===== src/hdl/qprt_pkg.sv =====
// Purpose: Shared constants and types for the QVGA panel host controller.
// Assumes: System clock of 100 MHz; all counts derive from it.
// Notes: Times keep their printed unit; cycle counts are derived below.
package qprt_pkg;

	// System clock period.
	localparam int SYS_CLK_NS = 10;

	// Pixel clock: 200 ns nominal period, half high and half low.
	localparam int PCLK_NS = 200;
	localparam int PCLK_DIV = PCLK_NS / SYS_CLK_NS;
	localparam int PCLK_HALF = PCLK_DIV / 2;

	// Horizontal layout in pixel clocks, in the order sent.
	localparam int H_SYNC = 8;
	localparam int H_BACK = 4;
	localparam int H_ACTIVE = 240;
	localparam int H_FRONT = 4;
	localparam int H_TOTAL = H_SYNC + H_BACK + H_ACTIVE + H_FRONT;
	localparam int H_ACT_START = H_SYNC + H_BACK;
	localparam int H_ACT_END = H_ACT_START + H_ACTIVE;
	localparam int H_BITS = $clog2(H_TOTAL);

	// Vertical layout in lines, in the order sent.
	localparam int V_SYNC = 2;
	localparam int V_BACK = 1;
	localparam int V_ACTIVE = 320;
	localparam int V_FRONT = 1;
	localparam int V_TOTAL = V_SYNC + V_BACK + V_ACTIVE + V_FRONT;
	localparam int V_ACT_START = V_SYNC + V_BACK;
	localparam int V_ACT_END = V_ACT_START + V_ACTIVE;
	localparam int V_BITS = $clog2(V_TOTAL);

	// Panel reset pulse and delay from its release to chip select.
	localparam int RESET_PULSE_NS = 2000;
	localparam int RESET_PULSE_CYC =
		(RESET_PULSE_NS + SYS_CLK_NS - 1) / SYS_CLK_NS;
	localparam int SEL_DELAY_NS = 1000000;
	localparam int SEL_DELAY_CYC_DEF =
		(SEL_DELAY_NS + SYS_CLK_NS - 1) / SYS_CLK_NS;

	// Serial clock limits for reads and writes.
	localparam int SER_RD_PERIOD_NS = 450;
	localparam int SER_WR_PERIOD_NS = 100;
	localparam int SER_RD_PULSE_NS = 210;
	localparam int SER_WR_PULSE_NS = 40;
	localparam int SER_RD_A = (SER_RD_PERIOD_NS + 2 * SYS_CLK_NS - 1)
		/ (2 * SYS_CLK_NS);
	localparam int SER_RD_B = (SER_RD_PULSE_NS + SYS_CLK_NS - 1) / SYS_CLK_NS;
	localparam int SER_WR_A = (SER_WR_PERIOD_NS + 2 * SYS_CLK_NS - 1)
		/ (2 * SYS_CLK_NS);
	localparam int SER_WR_B = (SER_WR_PULSE_NS + SYS_CLK_NS - 1) / SYS_CLK_NS;
	localparam int SER_RD_HALF = (SER_RD_A > SER_RD_B) ? SER_RD_A : SER_RD_B;
	localparam int SER_WR_HALF = (SER_WR_A > SER_WR_B) ? SER_WR_A : SER_WR_B;
	localparam int SER_HALF_BITS = 8;

	// Serial word length; the command set itself lies outside this block.
	localparam int CMD_BITS = 16;

	// Pixel FIFO depth.
	localparam int PIX_FIFO_DEPTH = 8;

	// One pixel: six bits per colour, all ones is full intensity.
	typedef struct packed {
		logic [5:0] red_pixel_bits;
		logic [5:0] green_pixel_bits;
		logic [5:0] blue_pixel_bits;
	} qprt_pix_t;

	localparam qprt_pix_t PIX_BLACK = 18'h00000;

	// One serial transfer request.
	typedef struct packed {
		logic read;
		logic [CMD_BITS-1:0] data;
	} qprt_cmd_t;

	typedef enum logic [1:0] {
		INIT_RST = 2'h0,
		INIT_WAIT = 2'h1,
		INIT_DONE = 2'h2
	} qprt_init_t;

	typedef enum logic [2:0] {
		SER_IDLE = 3'h0,
		SER_SETUP = 3'h1,
		SER_LOW = 3'h2,
		SER_HIGH = 3'h3,
		SER_HOLD = 3'h4
	} qprt_ser_t;

endpackage


===== src/hdl/qprt_sync.sv =====
// Purpose: Two-stage synchroniser for levels from outside the clock domain.
// Assumes: Input changes slowly compared with sys_clk.
// Notes: The first stage feeds only the second stage.
`timescale 1ns/1ps
`default_nettype none
module qprt_sync #(
	parameter int W = 1
) (
	input wire logic sys_clk,
	input wire logic rst,
	input wire logic [W-1:0] din,
	output logic [W-1:0] dout
);
	logic [W-1:0] meta_r;
	logic [W-1:0] stable_r;

	// Two flops in series; reset only to constants.
	always_ff @(posedge sys_clk) begin
		if (rst) begin
			meta_r <= '0;
			stable_r <= '0;
		end else begin
			meta_r <= din;
			stable_r <= meta_r;
		end
	end

	assign dout = stable_r;
endmodule // qprt_sync
`default_nettype wire


===== src/hdl/qprt_fifo.sv =====
// Purpose: Small synchronous FIFO with valid/ready on both sides.
// Assumes: Single clock; DEPTH is a power of two.
// Notes: Input ready comes from a flop, so it lags a pop by one cycle.
`timescale 1ns/1ps
`default_nettype none
module qprt_fifo #(
	parameter int W = 18,
	parameter int DEPTH = 8
) (
	input wire logic sys_clk,
	input wire logic rst,
	input wire logic [W-1:0] inData,
	input wire logic inValid,
	output logic inReady,
	output logic [W-1:0] outData,
	output logic outValid,
	input wire logic outReady
);
	localparam int AW = $clog2(DEPTH);

	logic [W-1:0] mem [DEPTH];
	logic [AW-1:0] wrPtr_r;
	logic [AW-1:0] rdPtr_r;
	logic [AW:0] count_r;
	logic [AW:0] count_nxt;
	logic notFull_r;
	logic push;
	logic pop;

	// Push only when ready; pop only when data is held.
	assign push = inValid && notFull_r;
	assign pop = outReady && (count_r != '0);
	assign count_nxt = count_r + {{AW{1'b0}}, push} - {{AW{1'b0}}, pop};
	assign inReady = notFull_r;
	assign outValid = (count_r != '0);
	assign outData = mem[rdPtr_r];

	// Storage has no reset; only pointers, fill count and full flag do.
	always_ff @(posedge sys_clk) begin
		if (push) begin
			mem[wrPtr_r] <= inData;
		end
	end

	// Pointers, fill count and registered full flag.
	always_ff @(posedge sys_clk) begin
		if (rst) begin
			wrPtr_r <= '0;
			rdPtr_r <= '0;
			count_r <= '0;
			notFull_r <= 1'b1;
		end else begin
			wrPtr_r <= wrPtr_r + AW'(push);
			rdPtr_r <= rdPtr_r + AW'(pop);
			count_r <= count_nxt;
			notFull_r <= (count_nxt != (AW+1)'(DEPTH));
		end
	end
endmodule // qprt_fifo
`default_nettype wire


===== src/hdl/qprt_host.sv =====
// Purpose: Host controller driving a 240x320 RGB panel and its serial port.
// Assumes: sys_clk at 100 MHz; pixel source aligns to frameStart.
// Notes: Pixel clock, syncs and serial clock are divided from sys_clk.
//
// Overview of operation
// - Pixel clock nominal 5.0 MHz, within range.
// - Pixel clock high ratio 0.4 to 0.6.
// - Every line lasts 256 pixel clocks.
// - 240 active pixels per line, one per clock.
// - Horizontal front porch is 4 clocks.
// - Horizontal sync at least 2, nominal 8.
// - Horizontal back porch is 4 clocks.
// - Every frame spans 324 lines.
// - 320 consecutive active lines per frame.
// - Vertical front porch is 1 line.
// - Vertical sync at least 1, nominal 2.
// - Vertical back porch is 1 line.
// - Serial clock period: read 450, write 100 ns.
// - Serial clock phases: read 210, write 40 ns.
// - Panel reset held low at least 2 us.
// - Wait 1 ms after reset before select.
// - Always reset the panel at power-up.
// - Serial transfers only while select is low.
// - Six bits per colour, zero is black.
`timescale 1ns/1ps
`default_nettype none
module qprt_host #(
	parameter int unsigned SEL_DELAY_CYC = qprt_pkg::SEL_DELAY_CYC_DEF
) (
	input wire logic sys_clk,
	input wire logic rst,
	input wire qprt_pkg::qprt_pix_t pixIn,
	input wire logic pixValid,
	output logic pixReady,
	input wire qprt_pkg::qprt_cmd_t cmdIn,
	input wire logic cmdValid,
	output logic cmdReady,
	output logic rspValid,
	output logic [qprt_pkg::CMD_BITS-1:0] rspData,
	input wire logic panelResetReq,
	output logic initDone,
	output logic frameStart,
	output logic underrun,
	output logic pclk,
	output logic hsyncN,
	output logic vsyncN,
	output qprt_pkg::qprt_pix_t pixOut,
	output logic panelRstN,
	output logic csN,
	output logic scl,
	output logic si,
	input wire logic soIn
);
	import qprt_pkg::*;

	localparam int DIV_BITS = $clog2(PCLK_DIV);
	localparam int BIT_BITS = $clog2(CMD_BITS);

	// ---- Pixel FIFO ----
	qprt_pix_t fifoData;
	logic fifoValid;
	logic fifoPop;

	// The source stalls on pixReady once eight pixels wait for a slot.
	qprt_fifo #(
		.W($bits(qprt_pix_t)),
		.DEPTH(PIX_FIFO_DEPTH)
	) u_pix_fifo (
		.sys_clk(sys_clk),
		.rst(rst),
		.inData(pixIn),
		.inValid(pixValid),
		.inReady(pixReady),
		.outData(fifoData),
		.outValid(fifoValid),
		.outReady(fifoPop)
	);

	// ---- Pixel clock divider ----
	logic [DIV_BITS-1:0] divCnt_r;
	logic [DIV_BITS-1:0] divCnt_nxt;
	logic pclk_r;
	logic fallTick;

	// Wrap at the divide ratio; the low half starts at PCLK_HALF.
	assign divCnt_nxt = (divCnt_r == DIV_BITS'(PCLK_DIV - 1)) ?
		'0 : divCnt_r + 1'b1;
	assign fallTick = (divCnt_r == DIV_BITS'(PCLK_HALF - 1));

	// High while the count sits in the first half, for an even duty.
	always_ff @(posedge sys_clk) begin
		if (rst) begin
			divCnt_r <= DIV_BITS'(PCLK_DIV - 1); // First high phase is full.
			pclk_r <= 1'b0;
		end else begin
			divCnt_r <= divCnt_nxt;
			pclk_r <= (divCnt_nxt < DIV_BITS'(PCLK_HALF));
		end
	end

	// ---- Raster counters ----
	logic [H_BITS-1:0] hCnt_r;
	logic [V_BITS-1:0] vCnt_r;
	logic [H_BITS-1:0] hNext;
	logic [V_BITS-1:0] vNext;
	logic hWrap;
	logic vWrap;

	// Position of the slot that the next falling edge puts on the pins.
	assign hWrap = (hCnt_r == H_BITS'(H_TOTAL - 1));
	assign vWrap = (vCnt_r == V_BITS'(V_TOTAL - 1));
	assign hNext = hWrap ? '0 : hCnt_r + 1'b1;
	assign vNext = !hWrap ? vCnt_r : (vWrap ? '0 : vCnt_r + 1'b1);

	// Decode the slot; sync first, then back porch, active, front porch.
	logic hSyncOn;
	logic vSyncOn;
	logic hActive;
	logic vActive;
	logic slotActive;

	assign hSyncOn = (hNext < H_BITS'(H_SYNC));
	assign vSyncOn = (vNext < V_BITS'(V_SYNC));
	assign hActive = (hNext >= H_BITS'(H_ACT_START)) &&
		(hNext < H_BITS'(H_ACT_END));
	assign vActive = (vNext >= V_BITS'(V_ACT_START)) &&
		(vNext < V_BITS'(V_ACT_END));
	assign slotActive = hActive && vActive;

	// One pixel leaves the FIFO per active slot, at the falling edge.
	assign fifoPop = fallTick && slotActive && fifoValid;

	// Black outside the picture, and black on an empty FIFO.
	qprt_pix_t pixSel;
	assign pixSel = (slotActive && fifoValid) ? fifoData : PIX_BLACK;

	logic hsyncN_r;
	logic vsyncN_r;
	qprt_pix_t pixOut_r;
	logic frameStart_r;
	logic underrun_r;

	// Pins change with the falling pixel clock, a half period before the
	// panel samples on the rising edge, which gives ample setup and hold.
	always_ff @(posedge sys_clk) begin
		if (rst) begin
			hCnt_r <= H_BITS'(H_TOTAL - 1);
			vCnt_r <= V_BITS'(V_TOTAL - 1);
			hsyncN_r <= 1'b1;
			vsyncN_r <= 1'b1;
			pixOut_r <= PIX_BLACK;
		end else if (fallTick) begin
			hCnt_r <= hNext;
			vCnt_r <= vNext;
			hsyncN_r <= !hSyncOn;
			vsyncN_r <= !vSyncOn;
			pixOut_r <= pixSel;
		end
	end

	// Frame start pulses as the frame's first sync slot reaches the pins; underrun flags a
	// slot that wanted a pixel while the FIFO was empty.
	always_ff @(posedge sys_clk) begin
		if (rst) begin
			frameStart_r <= 1'b0;
			underrun_r <= 1'b0;
		end else begin
			frameStart_r <= fallTick && (hNext == '0) && (vNext == '0);
			underrun_r <= fallTick && slotActive && !fifoValid;
		end
	end

	// ---- Panel reset sequencing ----
	qprt_init_t initState_r;
	qprt_init_t initState_nxt;
	logic [31:0] initCnt_r;
	logic initCntDone;
	logic serIdle;

	assign initCntDone = (initCnt_r == 32'h00000000);

	// A later reset request waits for the serial port to go idle, so that
	// no transfer is cut off mid-word.
	always_comb begin
		initState_nxt = initState_r;
		unique case (initState_r)
			INIT_RST: begin
				if (initCntDone) begin
					initState_nxt = INIT_WAIT;
				end
			end
			INIT_WAIT: begin
				if (initCntDone) begin
					initState_nxt = INIT_DONE;
				end
			end
			INIT_DONE: begin
				if (panelResetReq && serIdle) begin
					initState_nxt = INIT_RST;
				end
			end
			default: begin
				initState_nxt = INIT_RST;
			end
		endcase
	end

	logic panelRstN_r;
	logic initDone_r;

	// System reset always starts with a panel reset pulse.
	always_ff @(posedge sys_clk) begin
		if (rst) begin
			initState_r <= INIT_RST;
			initCnt_r <= 32'(RESET_PULSE_CYC - 1);
		end else begin
			initState_r <= initState_nxt;
			if (initState_nxt != initState_r) begin
				initCnt_r <= (initState_nxt == INIT_WAIT) ?
					32'(SEL_DELAY_CYC - 1) :
					32'(RESET_PULSE_CYC - 1);
			end else if (!initCntDone) begin
				initCnt_r <= initCnt_r - 32'h00000001;
			end
		end
	end

	// Reset pin low only in the pulse state; select opens after the wait.
	always_ff @(posedge sys_clk) begin
		if (rst) begin
			panelRstN_r <= 1'b0;
			initDone_r <= 1'b0;
		end else begin
			panelRstN_r <= (initState_nxt != INIT_RST);
			initDone_r <= (initState_nxt == INIT_DONE);
		end
	end

	// ---- Serial port ----
	logic soSync;

	// SO comes from the panel's own timing, so it is synchronised first.
	qprt_sync #(
		.W(1)
	) u_so_sync (
		.sys_clk(sys_clk),
		.rst(rst),
		.din(soIn),
		.dout(soSync)
	);

	qprt_ser_t serState_r;
	qprt_ser_t serState_nxt;
	logic [SER_HALF_BITS-1:0] halfCnt_r;
	logic [SER_HALF_BITS-1:0] halfLen_r;
	logic [BIT_BITS-1:0] bitCnt_r;
	logic [CMD_BITS-1:0] shOut_r;
	logic [CMD_BITS-1:0] shIn_r;
	logic halfDone;
	logic lastBit;
	logic cmdTake;
	logic cmdReady_r;

	assign halfDone = (halfCnt_r == '0);
	assign lastBit = (bitCnt_r == BIT_BITS'(CMD_BITS - 1));
	assign cmdTake = cmdValid && cmdReady_r;
	assign serIdle = (serState_r == SER_IDLE);

	// Each phase lasts one half period: select setup, low, high, hold.
	always_comb begin
		serState_nxt = serState_r;
		unique case (serState_r)
			SER_IDLE: begin
				if (cmdTake) begin
					serState_nxt = SER_SETUP;
				end
			end
			SER_SETUP: begin
				if (halfDone) begin
					serState_nxt = SER_LOW;
				end
			end
			SER_LOW: begin
				if (halfDone) begin
					serState_nxt = SER_HIGH;
				end
			end
			SER_HIGH: begin
				if (halfDone) begin
					serState_nxt = lastBit ? SER_HOLD : SER_LOW;
				end
			end
			SER_HOLD: begin
				if (halfDone) begin
					serState_nxt = SER_IDLE;
				end
			end
			default: begin
				serState_nxt = SER_IDLE;
			end
		endcase
	end

	logic serStep;
	assign serStep = (serState_nxt != serState_r) ||
		(serState_r == SER_HIGH && halfDone);

	// Reads use the slow half period; writes the fast one.
	always_ff @(posedge sys_clk) begin
		if (rst) begin
			serState_r <= SER_IDLE;
			halfLen_r <= '0;
			halfCnt_r <= '0;
		end else begin
			serState_r <= serState_nxt;
			if (cmdTake) begin
				halfLen_r <= cmdIn.read ?
					SER_HALF_BITS'(SER_RD_HALF - 1) :
					SER_HALF_BITS'(SER_WR_HALF - 1);
				halfCnt_r <= cmdIn.read ?
					SER_HALF_BITS'(SER_RD_HALF - 1) :
					SER_HALF_BITS'(SER_WR_HALF - 1);
			end else if (serStep) begin
				halfCnt_r <= halfLen_r;
			end else if (!halfDone) begin
				halfCnt_r <= halfCnt_r - 1'b1;
			end
		end
	end

	// Shift out MSB first on the falling edge; capture SO just before
	// the clock falls again, well after the panel's access time.
	always_ff @(posedge sys_clk) begin
		if (rst) begin
			shOut_r <= '0;
			shIn_r <= '0;
			bitCnt_r <= '0;
		end else if (cmdTake) begin
			shOut_r <= cmdIn.data;
			bitCnt_r <= '0;
		end else if (serState_r == SER_HIGH && halfDone) begin
			shIn_r <= {shIn_r[CMD_BITS-2:0], soSync};
			shOut_r <= {shOut_r[CMD_BITS-2:0], 1'b0};
			bitCnt_r <= bitCnt_r + 1'b1;
		end
	end

	logic csN_r;
	logic scl_r;
	logic si_r;
	logic rspValid_r;
	logic [CMD_BITS-1:0] rspData_r;

	// Select stays low from setup to hold; the clock idles high.
	always_ff @(posedge sys_clk) begin
		if (rst) begin
			csN_r <= 1'b1;
			scl_r <= 1'b1;
			si_r <= 1'b0;
		end else begin
			csN_r <= (serState_nxt == SER_IDLE);
			scl_r <= (serState_nxt != SER_LOW);
			if (serState_nxt == SER_LOW && serState_r != SER_LOW) begin
				si_r <= (serState_r == SER_HIGH) ?
					shOut_r[CMD_BITS-2] : shOut_r[CMD_BITS-1];
			end
		end
	end

	// Commands are only accepted once the panel is out of reset and idle.
	always_ff @(posedge sys_clk) begin
		if (rst) begin
			cmdReady_r <= 1'b0;
			rspValid_r <= 1'b0;
			rspData_r <= '0;
		end else begin
			cmdReady_r <= (initState_nxt == INIT_DONE) &&
				(serState_nxt == SER_IDLE) && !cmdTake && !panelResetReq;
			rspValid_r <= (serState_r == SER_HOLD) && halfDone;
			if (serState_r == SER_HOLD && halfDone) begin
				rspData_r <= shIn_r;
			end
		end
	end

	// Every output leaves from a flop.
	assign pclk = pclk_r;
	assign hsyncN = hsyncN_r;
	assign vsyncN = vsyncN_r;
	assign pixOut = pixOut_r;
	assign frameStart = frameStart_r;
	assign underrun = underrun_r;
	assign panelRstN = panelRstN_r;
	assign initDone = initDone_r;
	assign csN = csN_r;
	assign scl = scl_r;
	assign si = si_r;
	assign cmdReady = cmdReady_r;
	assign rspValid = rspValid_r;
	assign rspData = rspData_r;
endmodule // qprt_host
`default_nettype wire


===== config.mk =====
export PLATFORM = sky130hd
export DESIGN_NAME = qprt_host
export DESIGN_NICKNAME = d
export VERILOG_FILES = /design/src/hdl/qprt_pkg.sv /design/src/hdl/qprt_sync.sv /design/src/hdl/qprt_fifo.sv /design/src/hdl/qprt_host.sv
export SDC_FILE = /design/constraint.sdc
export NUM_CORES = 1
export LEC_CHECK = 0
export BUFFER_PORTS_ARGS = -buffer_cell sky130_fd_sc_hd__buf_4
export CORE_MARGIN = 2
export CORE_UTILIZATION = 50
export CTS_CLUSTER_SIZE = 24
export DETAILED_ROUTE_END_ITERATION = 6
export GPL_ROUTABILITY_DRIVEN = 0
export PLACE_DENSITY = 0.68
export SLEW_MARGIN = 10
export SYNTH_ARGS = -nofsm -noshare
export SYNTH_HDL_FRONTEND = slang
export SYNTH_SLANG_ARGS = --single-unit

===== constraint.sdc =====
create_clock -name sys_clk -period 4.9 [get_ports sys_clk]
set_input_delay 0.98 -clock sys_clk [delete_from_list [all_inputs] [get_ports sys_clk]]
set_output_delay 0.98 -clock sys_clk [all_outputs]
set_load 0.03 [all_outputs]

==> impl_metrics.toml <==
[clocking]
ctsHoldBuffers = 0
h-tree-depth = 1
numClockSinks = 308
cts_buffer_depth = 3
cts_buffers = 31
clock_latency_ns = 0.57
cts_setup_buffers = 0
cts-root-buf = "clkbuf_16"
clkSlewWorstSetupHoldPaths_ns = 0.06
ctsResizeCount = 0
cts_tree = "yes"

[routing]
avgViaCountPerCell = 5.587
antenna_left = 0
wl_um = 25680
drt_iter0_markers = 594
vias = 8525
drt-wirelength-per-cell_um = 16.83
dr.pass1.iters = 5
drc = 0

[synthesis]
yosys.cell_count.top_type = "nand2_1"
ys_ff_latch = 308
synthFlopType = "dfxtp_1"
ys_top_cells_by_area = "edfxtp_1 (34%), dfxtp_1 (26%), mux4_2 (6.4%), nand2_1 (5.2%), nor2_1 (2.8%)"
synthTopCellsByCount = "nand2_1 (176), dfxtp_1 (164), edfxtp_1 (144)"
yosysWarnings = 0
avgSynthCellArea_um2 = 11.64
syn-cell-area_um2 = 12760
synth_cell_types = 69
synth_fp_nets = 1157
synth-async-reset-ratio_pct = 0
post-synth-top-area-cell = "edfxtp_1"
seq_area_frac_synth_pct = 59.62
synth-edff-count = 144
syn_inst = 1096
synth.top_cell.area_share_pct = 33.89

[power]
p_seq_share_pct = 46.2
power_mw = 6.287
p_sw_share_pct = 23.18
irDropWorstVdd_mv = 0.3332
p_clk_share_pct = 42.8
power_density_nw_per_um2 = 421.1
p_leak_nw = 5.280
pwr-share-comb_pct = 11.0
switching_power_mw = 1.457
intPower_mw = 4.830

[timing]
fmax_mhz = 264.9
slew_viol_final = 0
rsz0062_at_grt = "no"
max_slew.worst_pin.slew_ns = 1.125
finalHoldViolations = 0
setup_viol = 0
finalCritPeriodShare_pct = 77.03
skew_ns = 0.01024
max_slew_margin_pct = 24.69
tns_ns = 0
finalCriticalPeriod_ns = 3.774

[floorplanning]
die_height_um = 163.8
ios = 88
die_area_um2 = 26810
initial_core_util_pct = 50.82
core_area_um2 = 25110
rows = 58
dieWidth_um = 163.8

[run_status]
status = "finished, final reports clean"

[setup_path]
worstSetupStartpointType = "flip-flop"
crit_fanout = 10
cp_common_cell = "ha_1"
crit_path_end_kind = "flip-flop"
path_class = "reg -> reg"
cpPeakStageDelay_ns = 0.51
cp.required_ns = 5.35
worstPathCellList = "ha_1 > and3b_1 > and3_1 > a31o_2 > a211oi_1 > a311o_1 > mux2i_2 > nor3_1 > ha_1 > inv_1 > ha_1 > fa_1 > nor2_1 > nand3_1"
cp_slowest_cell = "dfxtp_1"
worst-endpoint-arrival_ns = 4.22

[layout]
nets = 1232
drive_above_1_share_pct = 18.81
syn_to_final_growth_pct = 17.00
stdcell_count = 1526
n_antenna_cell = 0

[global_routing]
grt.overflow.total = 0
antenna_found_initial = 0
grt_pass1_wl_um = 41460
grt_pass1_vias = 8187
grtUsageTotal_pct = 19.23
grt_max_degree = 68

[place]
dp_cells = 1468
io_buffers = 87
dpl.hpwl_um = 15750

[worst_hold_path]
hold_class = "reg -> reg"

[flow_run]
maxCapViolations = 0
path summary, 6_finish.rpt:
path	start	end	slack [ns]	cells past startpoint
setup reg to reg	vCnt_r[0]$_SDFFE_PP1N_	u_pix_fifo.inReady$_SDFF_PP1_	1.13	14
hold / removal	u_so_sync.meta_r$_SDFF_PP0_	u_so_sync.dout$_SDFF_PP0_	0.44	1
setup / recovery	vCnt_r[0]$_SDFFE_PP1N_	u_pix_fifo.inReady$_SDFF_PP1_	1.13	14
hold reg to reg	u_so_sync.meta_r$_SDFF_PP0_	u_so_sync.dout$_SDFF_PP0_	0.44	1
cells by family after synthesis:
logic type,count (synthesis),synth area share (%)
compound gates,155,8.178
xor+xnor,51,3.501
fa+ha+maj,20,2.020
buf+inv,77,2.481
flops,308,59.62
mux,59,8.168
simple gates,426,16.03
layer usage:
metal  global-route usage, %  vias to the layer above  wire [um]
li1                        -                     4137          -
met1                   25.59                     4162      11420
met2                   32.85                      176      12480
met3                   3.283                       50       1168
met4                   4.944                        0        608
met5                       0                        -          0
registers in the layout (all words and copies together), names as in the netlist, 2 cells and up:
name / cells
hCnt_r: 8
u_pix_fifo.count_r: 4
bitCnt_r: 4
vCnt_r: 9
u_pix_fifo.wrPtr_r: 3
pixOut: 18
rspData: 16
shIn_r: 16
serState_r: 3
divCnt_r: 5
initCnt_r: 32
halfCnt_r: 8
initState_r: 2
halfLen_r: 2
u_pix_fifo.rdPtr_r: 3
shOut_r: 16
u_pix_fifo.mem: 144
power groups by stage:
stage / sequential [mW] / combinational [mW] / clock, mW
global placement: 2.96 / 0.684 / 0
global route: 2.92 / 0.774 / 2.86
detailed placement: 2.96 / 0.693 / 0
CTS: 2.91 / 0.697 / 2.74
finish: 2.91 / 0.691 / 2.69
floorplan: 2.96 / 0.503 / 0
per-stage QoR:
step	utilization, %	setup WS, ns	cell area, um2	hold WS, ns
global placement	54.72	1.263	13740	0.4203
CTS	59.46	1.190	14930	0.4417
detailed placement	54.72	1.202	13740	0.4277
finish	59.46	1.126	14930	0.4409
floorplan	-	1.390	12760	0.4138
global route	59.46	0.9165	14930	0.4712
cell usage in the layout, fill, tap and decap left out, drive strengths merged, types with 17 or more instances in the layout:
cell type,netlist,final
dfxtp,164,164
clkbuf,43,36
edfxtp,144,144
a21oi,68,68
mux4,36,36
nor2,97,97
nand3,17,17
mux2i,22,22
nor3,33,33
buf,20,105
xnor2,28,28
nand2,177,177
ha,19,19
o41ai,20,20
xor2,23,23
worst max-delay path: cells and delay by family, from the launching register on:
kind	cells	cell delay, ns
simple gates	5	1.04
compound gates	3	0.60
fa+ha+maj	4	1.26
flops	1	0.51
mux	1	0.18
buf+inv	1	0.06
final cells by class:
cell class	count	area, um2
inverter	14	52.55
tap	330	412.9
clock inverter	22	354.1
sequential	308	7609
clock buffer	36	834.6
multi-input combinational	711	4878
fill	2080	10180
timing repair buffer	105	788.3
(Power assumes the default switching activity.)
